[config.mk]
export PLATFORM = sky130hd
export DESIGN_NAME = ata_set_features_identify
export DESIGN_NICKNAME = d
export VERILOG_FILES = /design/src/common/ata_sf_pkg.sv /design/src/verilog/ata_set_features_identify.sv
export SDC_FILE = /design/constraint.sdc
export NUM_CORES = 1
export LEC_CHECK = 0
export ABC_AREA = 1
export BUFFER_PORTS_ARGS = -buffer_cell sky130_fd_sc_hd__buf_2
export CAP_MARGIN = 20
export CORE_MARGIN = 4
export CORE_UTILIZATION = 55
export CTS_CLUSTER_SIZE = 16
export DETAILED_ROUTE_END_ITERATION = 6
export PLACE_DENSITY = 0.81
export SLEW_MARGIN = 20
export SYNTH_ARGS = -nofsm -noshare
export SYNTH_HDL_FRONTEND = slang
export SYNTH_SLANG_ARGS = --single-unit
[constraint.sdc]
create_clock -name mclk -period 4.19 [get_ports mclk]
set_input_delay 0 -clock mclk [delete_from_list [all_inputs] [get_ports mclk]]
set_output_delay 0 -clock mclk [all_outputs]
set_load 0.05 [all_outputs]
[src/common/ata_sf_pkg.sv]
package ata_sf_pkg;
  // ****************************************
  // command and feature codes
  // ****************************************
  localparam logic [7:0] CMD_SET_FEATURES = 8'hEF;
  localparam logic [7:0] CMD_SEC_UNLOCK = 8'hF2;
  localparam logic [7:0] CMD_SEC_ERASE = 8'hF4;
  localparam logic [7:0] FEAT_BYTE_ON = 8'h01;
  localparam logic [7:0] FEAT_WCACHE_ON = 8'h02;
  localparam logic [7:0] FEAT_XFER = 8'h03;
  localparam logic [7:0] FEAT_EXTPWR_ON = 8'h09;
  localparam logic [7:0] FEAT_LOOKA_OFF = 8'h55;
  localparam logic [7:0] FEAT_KEEP_ON_SOFT = 8'h66;
  localparam logic [7:0] FEAT_NOP_A = 8'h69;
  localparam logic [7:0] FEAT_BYTE_OFF = 8'h81;
  localparam logic [7:0] FEAT_WCACHE_OFF = 8'h82;
  localparam logic [7:0] FEAT_EXTPWR_OFF = 8'h89;
  localparam logic [7:0] FEAT_NOP_B = 8'h96;
  localparam logic [7:0] FEAT_LEGACY = 8'h97;
  localparam logic [7:0] FEAT_LOOKA_ON = 8'hAA;
  localparam logic [7:0] FEAT_RESTORE_ON_SOFT = 8'hCC;
  // ****************************************
  // transfer mode types and limits
  // ****************************************
  localparam logic [4:0] XT_PIO_DEF = 5'h00;
  localparam logic [4:0] XT_PIO_FC = 5'h01;
  localparam logic [4:0] XT_MDMA = 5'h04;
  localparam logic [4:0] XT_UDMA = 5'h08;
  localparam logic [2:0] PIO_DEF_MAX = 3'h1;
  localparam logic [2:0] PIO_MAX = 3'h6;
  localparam logic [2:0] MDMA_MAX = 3'h4;
  localparam logic [2:0] UDMA_MAX = 3'h4;
  localparam logic [2:0] ADV_PIO_FIRST = 3'h5;
  localparam logic [2:0] ADV_DMA_FIRST = 3'h3;
  localparam logic [2:0] ADV_SUP_PIO = 3'h2;
  localparam logic [2:0] ADV_SUP_DMA = 3'h2;
  localparam logic [1:0] DMA_NONE = 2'h0;
  localparam logic [1:0] DMA_MW = 2'h1;
  localparam logic [1:0] DMA_ULTRA = 2'h2;
  // ****************************************
  // register map and field positions
  // ****************************************
  localparam logic [11:0] ADDR_CMD = 12'h000;
  localparam logic [11:0] ADDR_STATUS = 12'h004;
  localparam logic [11:0] ADDR_CONFIG = 12'h008;
  localparam logic [11:0] ADDR_SEC_CTRL = 12'h00C;
  localparam logic [11:0] ADDR_WORD128 = 12'h010;
  localparam logic [11:0] ADDR_WORD163 = 12'h014;
  localparam int ST_ERR = 0;
  localparam int ST_RDY = 6;
  localparam int ST_BSY = 7;
  localparam int ER_ABRT = 10;
  localparam int SC_FAIL = 16;
  localparam int W128_CAP = 0;
  localparam int W128_EN = 1;
  localparam int W128_LOCK = 2;
  localparam int W128_FREEZE = 3;
  localparam int W128_EXPIRE = 4;
  localparam int W128_ENH = 5;
  localparam int W128_LEVEL = 8;
  localparam int W163_PIO_SUP = 0;
  localparam int W163_DMA_SUP = 3;
  localparam int W163_PIO_SEL = 6;
  localparam int W163_DMA_SEL = 9;
  // ****************************************
  // carriers and states
  // ****************************************
  typedef struct packed {
    logic byteMode;
    logic writeCache;
    logic lookAhead;
    logic extPower;
    logic keepOnSoft;
    logic iordyOff;
    logic [2:0] pioMode;
    logic [1:0] dmaKind;
    logic [2:0] dmaMode;
  } cfg_t;
  typedef struct packed {
    logic [7:0] count;
    logic [7:0] feature;
    logic [7:0] code;
  } cmd_t;
  typedef struct packed {
    logic enabled;
    logic locked;
    logic frozen;
    logic maxLevel;
  } sec_t;
  localparam cfg_t CFG_RESET = '{1'b0, 1'b0, 1'b0, 1'b0, 1'b0, 1'b0, PIO_MAX, DMA_MW,
                                 MDMA_MAX};
  localparam logic [15:0] WORD163_RESET = 16'h0492;
  typedef enum logic [1:0] {S_IDLE, S_EXEC, S_FLUSH} state_t;
endpackage

[src/verilog/ata_set_features_identify.sv]
`timescale 1ns/1ps
module ata_set_features_identify #(
  parameter bit SEC_SUPPORTED = 1'b1,
  parameter bit ENH_ERASE = 1'b0,
  parameter int UNLOCK_TRIES = 5
) (
  input wire logic mclk, // system clock
  input wire logic resetn, // power-on reset, active low
  input wire logic hardResetn, // hard reset pin, active low
  input wire logic softReset, // software reset pin, active high
  input wire logic flushDone, // cache flush finished
  input wire logic psel, // apb select
  input wire logic penable, // apb enable
  input wire logic pwrite, // apb direction
  input wire logic [11:0] paddr, // apb byte address
  input wire logic [31:0] pwdata, // apb write data
  output logic [31:0] prdata, // apb read data
  output logic pready, // apb ready
  output logic pslverr, // apb error
  output ata_sf_pkg::cfg_t modeCfg, // active transfer and feature setup
  output logic iocs16En, // allow IOCS16 on data accesses
  output logic flushReq, // request cache flush
  output logic cmdDone // command completed pulse
);
  import ata_sf_pkg::*;

  // ****************************************
  // helpers
  // ****************************************
  // map a mode number onto the advanced 0/1/2 code
  function automatic logic [2:0] advCode(input logic [2:0] mode, input logic [2:0] first);
    if (mode == first) begin
      return 3'h1;
    end else if (mode == first + 3'h1) begin
      return 3'h2;
    end
    return 3'h0;
  endfunction

  // check a transfer mode value
  function automatic logic xferOk(input logic [7:0] v);
    case (v[7:3])
      XT_PIO_DEF: return v[2:0] <= PIO_DEF_MAX;
      XT_PIO_FC: return v[2:0] <= PIO_MAX;
      XT_MDMA: return v[2:0] <= MDMA_MAX;
      XT_UDMA: return v[2:0] <= UDMA_MAX;
      default: return 1'b0;
    endcase
  endfunction

  // ****************************************
  // declarations
  // ****************************************
  logic [2:0] hardSync_q;
  logic [2:0] softSync_q;
  logic hardPulse;
  logic softPulse;
  state_t state_q;
  cmd_t cmd_q;
  cfg_t cfg_q;
  cfg_t cfgNew;
  sec_t sec_q;
  logic [7:0] failCnt_q;
  logic expired;
  logic bad;
  logic flushNeed;
  logic errFlag_q;
  logic abrtFlag_q;
  logic [15:0] word128;
  logic [15:0] word163;
  logic [31:0] rdMux;
  logic mapped;
  logic access;
  logic wrEn;
  logic cmdWrite;

  // ****************************************
  // reset pin synchronisers
  // ****************************************
  // three stages, edge taken from the last two
  always_ff @(posedge mclk or negedge resetn) begin
    if (!resetn) begin
      hardSync_q <= 3'h7;
      softSync_q <= 3'h0;
    end else begin
      hardSync_q <= {hardSync_q[1:0], hardResetn};
      softSync_q <= {softSync_q[1:0], softReset};
    end
  end
  assign hardPulse = hardSync_q[2] && !hardSync_q[1];
  assign softPulse = softSync_q[1] && !softSync_q[2];

  // ****************************************
  // apb slave
  // ****************************************
  assign access = psel && penable && !pready;
  assign wrEn = psel && penable && pready && pwrite && !pslverr;
  assign cmdWrite = wrEn && (paddr == ADDR_CMD) && (state_q == S_IDLE);
  assign mapped = (paddr == ADDR_CMD) || (paddr == ADDR_STATUS) || (paddr == ADDR_CONFIG) ||
                  (paddr == ADDR_SEC_CTRL) || (paddr == ADDR_WORD128) ||
                  (paddr == ADDR_WORD163);

  // read multiplexer
  always_comb begin
    rdMux = 32'h0000_0000;
    case (paddr)
      ADDR_CMD: rdMux = {8'h00, cmd_q};
      ADDR_STATUS: begin
        rdMux[ST_BSY] = (state_q != S_IDLE);
        rdMux[ST_RDY] = (state_q == S_IDLE);
        rdMux[ST_ERR] = errFlag_q;
        rdMux[ER_ABRT] = abrtFlag_q;
      end
      ADDR_CONFIG: rdMux = {18'h0_0000, cfg_q};
      ADDR_SEC_CTRL: rdMux = {24'h00_0000, failCnt_q};
      ADDR_WORD128: rdMux = {16'h0000, word128};
      ADDR_WORD163: rdMux = {16'h0000, word163};
      default: rdMux = 32'h0000_0000;
    endcase
  end

  // one wait state, answer registered
  always_ff @(posedge mclk or negedge resetn) begin
    if (!resetn) begin
      pready <= 1'b0;
      pslverr <= 1'b0;
      prdata <= 32'h0000_0000;
    end else begin
      pready <= access;
      if (access) begin
        pslverr <= !mapped || (pwrite && paddr == ADDR_CMD && state_q != S_IDLE);
        prdata <= pwrite ? 32'h0000_0000 : rdMux;
      end else begin
        pslverr <= 1'b0;
      end
    end
  end

  // ****************************************
  // feature decode
  // ****************************************
  always_comb begin
    cfgNew = cfg_q;
    bad = 1'b0;
    flushNeed = 1'b0;
    if (cmd_q.code == CMD_SET_FEATURES) begin
      case (cmd_q.feature)
        FEAT_BYTE_ON: cfgNew.byteMode = 1'b1;
        FEAT_BYTE_OFF: cfgNew.byteMode = 1'b0;
        FEAT_WCACHE_ON: cfgNew.writeCache = 1'b1;
        FEAT_WCACHE_OFF: begin
          cfgNew.writeCache = 1'b0;
          flushNeed = 1'b1;
        end
        FEAT_EXTPWR_ON: cfgNew.extPower = 1'b1;
        FEAT_EXTPWR_OFF: cfgNew.extPower = 1'b0;
        FEAT_LOOKA_OFF: cfgNew.lookAhead = 1'b0;
        FEAT_LOOKA_ON: cfgNew.lookAhead = 1'b1;
        FEAT_KEEP_ON_SOFT: cfgNew.keepOnSoft = 1'b1;
        FEAT_RESTORE_ON_SOFT: cfgNew.keepOnSoft = 1'b0;
        FEAT_NOP_A, FEAT_NOP_B, FEAT_LEGACY: bad = 1'b0;
        FEAT_XFER: begin
          if (!xferOk(cmd_q.count)) begin
            bad = 1'b1;
          end else begin
            case (cmd_q.count[7:3])
              XT_PIO_DEF: begin
                cfgNew.pioMode = 3'h0;
                cfgNew.iordyOff = cmd_q.count[0];
              end
              XT_PIO_FC: begin
                cfgNew.pioMode = cmd_q.count[2:0];
                cfgNew.iordyOff = 1'b0;
              end
              XT_MDMA: begin
                cfgNew.dmaKind = DMA_MW;
                cfgNew.dmaMode = cmd_q.count[2:0];
              end
              default: begin
                cfgNew.dmaKind = DMA_ULTRA;
                cfgNew.dmaMode = cmd_q.count[2:0];
              end
            endcase
          end
        end
        default: bad = 1'b1;
      endcase
    end else if ((cmd_q.code == CMD_SEC_UNLOCK || cmd_q.code == CMD_SEC_ERASE) && expired) begin
      bad = 1'b1;
    end
  end

  // ****************************************
  // command sequencer
  // ****************************************
  always_ff @(posedge mclk or negedge resetn) begin
    if (!resetn) begin
      state_q <= S_IDLE;
      cmd_q <= '0;
      errFlag_q <= 1'b0;
      abrtFlag_q <= 1'b0;
      flushReq <= 1'b0;
      cmdDone <= 1'b0;
    end else begin
      cmdDone <= 1'b0;
      if (hardPulse) begin
        state_q <= S_IDLE;
        flushReq <= 1'b0;
      end else begin
        case (state_q)
          S_IDLE: begin
            if (cmdWrite) begin
              cmd_q <= pwdata[23:0];
              errFlag_q <= 1'b0;
              abrtFlag_q <= 1'b0;
              state_q <= S_EXEC;
            end
          end
          S_EXEC: begin
            if (bad) begin
              errFlag_q <= 1'b1;
              abrtFlag_q <= 1'b1;
              cmdDone <= 1'b1;
              state_q <= S_IDLE;
            end else if (flushNeed) begin
              flushReq <= 1'b1;
              state_q <= S_FLUSH;
            end else begin
              cmdDone <= 1'b1;
              state_q <= S_IDLE;
            end
          end
          S_FLUSH: begin
            if (flushDone) begin
              flushReq <= 1'b0;
              cmdDone <= 1'b1;
              state_q <= S_IDLE;
            end
          end
          default: state_q <= S_IDLE;
        endcase
      end
    end
  end

  // ****************************************
  // feature and mode settings
  // ****************************************
  always_ff @(posedge mclk or negedge resetn) begin
    if (!resetn) begin
      cfg_q <= CFG_RESET;
      iocs16En <= 1'b1;
    end else begin
      if (hardPulse) begin
        cfg_q <= CFG_RESET;
      end else if (state_q == S_EXEC && !bad) begin
        cfg_q <= cfgNew;
      end else if (softPulse && !cfg_q.keepOnSoft) begin
        cfg_q.byteMode <= CFG_RESET.byteMode;
        cfg_q.writeCache <= CFG_RESET.writeCache;
        cfg_q.lookAhead <= CFG_RESET.lookAhead;
        cfg_q.extPower <= CFG_RESET.extPower;
      end
      iocs16En <= !((state_q == S_EXEC && !bad) ? cfgNew.byteMode : cfg_q.byteMode);
    end
  end
  assign modeCfg = cfg_q;

  // ****************************************
  // security state and unlock counter
  // ****************************************
  assign expired = (failCnt_q >= 8'(UNLOCK_TRIES));
  always_ff @(posedge mclk or negedge resetn) begin
    if (!resetn) begin
      sec_q <= '0;
      failCnt_q <= 8'h00;
    end else begin
      if (wrEn && paddr == ADDR_SEC_CTRL) begin
        sec_q <= pwdata[3:0];
      end
      if (wrEn && paddr == ADDR_SEC_CTRL && pwdata[SC_FAIL] && !expired) begin
        failCnt_q <= failCnt_q + 8'h01;
      end else if (hardPulse) begin
        failCnt_q <= 8'h00;
      end
    end
  end

  // ****************************************
  // identify words
  // ****************************************
  always_comb begin
    word128 = 16'h0000;
    word128[W128_CAP] = SEC_SUPPORTED;
    word128[W128_EN] = sec_q.enabled;
    word128[W128_LOCK] = sec_q.locked;
    word128[W128_FREEZE] = sec_q.frozen;
    word128[W128_EXPIRE] = expired;
    word128[W128_ENH] = ENH_ERASE;
    word128[W128_LEVEL] = sec_q.enabled && sec_q.maxLevel;
    word163 = 16'h0000;
    word163[W163_PIO_SUP +: 3] = ADV_SUP_PIO;
    word163[W163_DMA_SUP +: 3] = ADV_SUP_DMA;
    word163[W163_PIO_SEL +: 3] = advCode(cfg_q.pioMode, ADV_PIO_FIRST);
    word163[W163_DMA_SEL +: 3] = (cfg_q.dmaKind == DMA_MW) ?
                                 advCode(cfg_q.dmaMode, ADV_DMA_FIRST) : 3'h0;
  end
endmodule

==> metrics.md <==
| Metric | Value |
|---|---|
| Run status | finished clean |
| TritonRoute pass-1 iters | 7 |
| Critical Path Max Stage Delay | 740 ps |
| Worst skew pair latency | 370 ps |
| Synth Flop Type | dfrtp_1 |
| Syn_area_per_cell | 8.34 sq um |
| Row cnt | 33 |
| Worst-path clk slew | 100 ps |
| Setup tns final | 0 ps |
| Sink Count | 88 |
| Max H-tree Level | 3 |
| PD cells | 338 nW/um^2 |
| Grt ovf | 0 |
| Final wirelength | 12.1 mm |
| Die Area | 10100 sq um |
| Port Buffers | 86 |
| Antenna viol nets, final | 0 |
| GRT Total Usage | 25.1% |
| DIE WIDTH | 101 microns |
| CP bufs+invs | 5 |
| Pre-CTS setup slack | 1730 ps |
| Io pins | 103 |
| Delay-heaviest family, CP | buffers and inverters |
| # resized after CTS | 0 |
| Ys async rst share | 100% |
| Ys Warns | 0 |
| CP Launch Type | input port |
| Arrival time worst endpoint | 3270 ps |
| Slowest stage cell, crit path | nor2_2 |
| Routed len/inst | 15.3 microns |
| Total Nets Final | 741 |
| Share of Yosys cell area claimed by the top area cell type | 42.5% |
| DR vias | 4362 |
| CTS root buffer | clkbuf_8 |
| Placer congestion estimate | 0.905 |
| Top cell type by total area after synthesis | dfrtp_1 |
| Synth cell types | 49 |
| Vias in the first global route | 4114 |
| Top cells by area, synth | dfrtp_1 (42%), nand2_1 (11%), inv_1 (5.3%) |
| Clock Skew | 16.6 ps |
| Synthesized area | 4710 sq um |
| Peak supply drop | 0.171 mV |
| Global-route wire length before repair | 20.1 mm |
| Type of the worst setup path | input port to flip-flop |
| Leakage | 2.92 nW |
| Commonest cells in the netlist | nand2_1 (139), dfrtp_1 (80), inv_1 (66) |
| Max-cap viol count | 0 |
| Cells along the critical path | dlygate4sd3_1 -> buf_2 -> nand2_1 -> dlygate4sd3_1 -> nor2_1 -> inv_2 -> nor2_2 -> inv_1 -> o21ai_0 -> o31ai_1 -> nand2_1 |
| Die Y | 101 microns |
| Core area | 8260 sq um |
| Number of setup violations in the final report | 0 |
| Share of cells above drive strength 1 | 23.0% |
| Final Util | 69.0% |
| Area added between synthesis and finish | 21.0% |
| Initial Util | 57.1% |
| Register area share after synthesis | 46.9% |
| Fin crit period | 2950 ps |
| Fmax | 0.338 GHz |
| DPL Wire Length | 8.80 mm |
| Worst hold path type | input port to flip-flop |
| Setup WS post-layout | 1240 ps |
| Total CTS buffers | 9 |
| Worst-margin pin slew | 883 ps |
| CTS tree | built |
| Initial antenna violation count | 0 |
| Placed cell area | 5200 sq um |
| Number of synthesized flops with an enable pin | 0 |
| CP Capture Type | flip-flop |
| RSZ-0062 raised after global routing | false |
| Worst EP required | 4500 ps |
| Crit-path max FO | 26 |
| Design area | 5700 sq um |
| Seq cells post-synth | 88 |
| Top-count cell post-synth | nand2_1 |
| Fin crit share | 70.5% |
| Iter 0 DRT Violations | 370 |
| Endpoints failing hold | 0 |
| Final Max Tran Viols | 0 |
| Pin count of the biggest net entering global routing | 51 |
| Clk buf depth | 2 |
| DRC viols | 0 |
| Ant. Diodes | 0 |
| Rel. slew slack | 41.1% |
| Post-synthesis cell count | 565 |
| Drt via density | 5.51 |
-- state kept, by name (all words and copies together) (netlist names), 2 cells and up --
signal,cells
cmd_q,24
failCnt_q,8
hardSync_q,3
modeCfg,14
prdata,24
sec_q,4
softSync_q,3
state_q,2
-- metrics by stage --
| stage | cells | hold WS [ps] | power (mW) |
|---|---|---|---|
| 2_1_floorplan | 572 | -296 | 1.23 |
| 4_1_cts | 792 | 57.2 | 1.93 |
| 6_report | 792 | 63.9 | 1.92 |
| 3_5_place_dp | 746 | -7.63 | 1.32 |
| 3_3_place_gp | 746 | -15.8 | 1.31 |
| 5_1_grt | 792 | 109 | 2.01 |
-- worst register-to-register path, cell delays in order (launching register included) --
cell and delay [ps]:
dfrtp_1 400, nor2_1 170, inv_2 230, nor2_2 750
inv_1 230, o21ai_0 460, o31ai_1 160, nand2_1 80
-- metal layers --
layer / up-vias / global-route usage, % / routed length (microns)
met5: - / 0 / 0
met4: 0 / 9.22 / 278
met3: 31 / 4.29 / 994
met2: 201 / 39.1 / 5500
met1: 2039 / 35.5 / 5360
li1: 2091 / - / -
-- where the power goes --
group          internal (mW)  switching (mW)
registers              0.900          0.0263
clock network          0.279           0.319
logic                  0.114           0.286
total                   1.29           0.631
-- final cells by class --
type,instances,area (sq um)
fill,671,2560
sequential,88,2210
multi-input combinational,392,2130
timing repair buffer,119,756
inverter,72,270
tap,105,131
clock buffer,10,128
clock inverter,6,67.6
-- cell families (layout without fill, tap and decap cells) --
group,count (synthesis),count (layout),synth area share (%)
muxes,19,19,4.54
DFF,88,88,46.9
AOI/OAI and AO/OA,86,86,12.2
xor gates and xnor gates,2,2,0.372
adders and majority gates,7,7,1.86
other,1,8,0.0796
and+or+nand+nor,270,270,25.7
buffers and inverters,92,207,8.31
-- what timing repair did --
item | CTS | global route
hold buffers | 30 | 0
buffers inserted | 0 | 0
endpoints found under the hold margin | 73 | 0
-- worst paths after layout --
check,from,end,slack (ps),cells past startpoint
min in group asynchronous,resetn,failCnt_q[0],120,2
min reg2reg,softSync_q[0],softSync_q[1],350,0
max reg2reg,pready,prdata[1],1680,7
min,pwrite,pslverr,60,5
max,penable,prdata[1],1240,11
max in group asynchronous,resetn,modeCfg[9],3070,3
-- layout by cell type (no fill, tap or decap), drive strengths merged --
cell	count
a221oi	1
nand3b	1
inv	72
dfrtp	80
nor3	11
nor2	68
a21oi	8
o41ai	1
xor2	1
clkbuf	10
nand2	145
a22o	5
a311oi	1
dfstp	8
nand3	31
xnor2	1
a31oi	3
o2111ai	6
o31ai	4
bufinv	1
a32o	10
o22ai	4
clkinvlp	2
nand4	11
a22oi	1
o21bai	2
a221o	1
o21ai	36
mux2	19
clkinv	3
nor4	3
buf	89
conb	8
o211ai	2
dlygate4sd3	30
o221ai	1
ha	7
No activity file was read; power rests on OpenSTA's default activity.
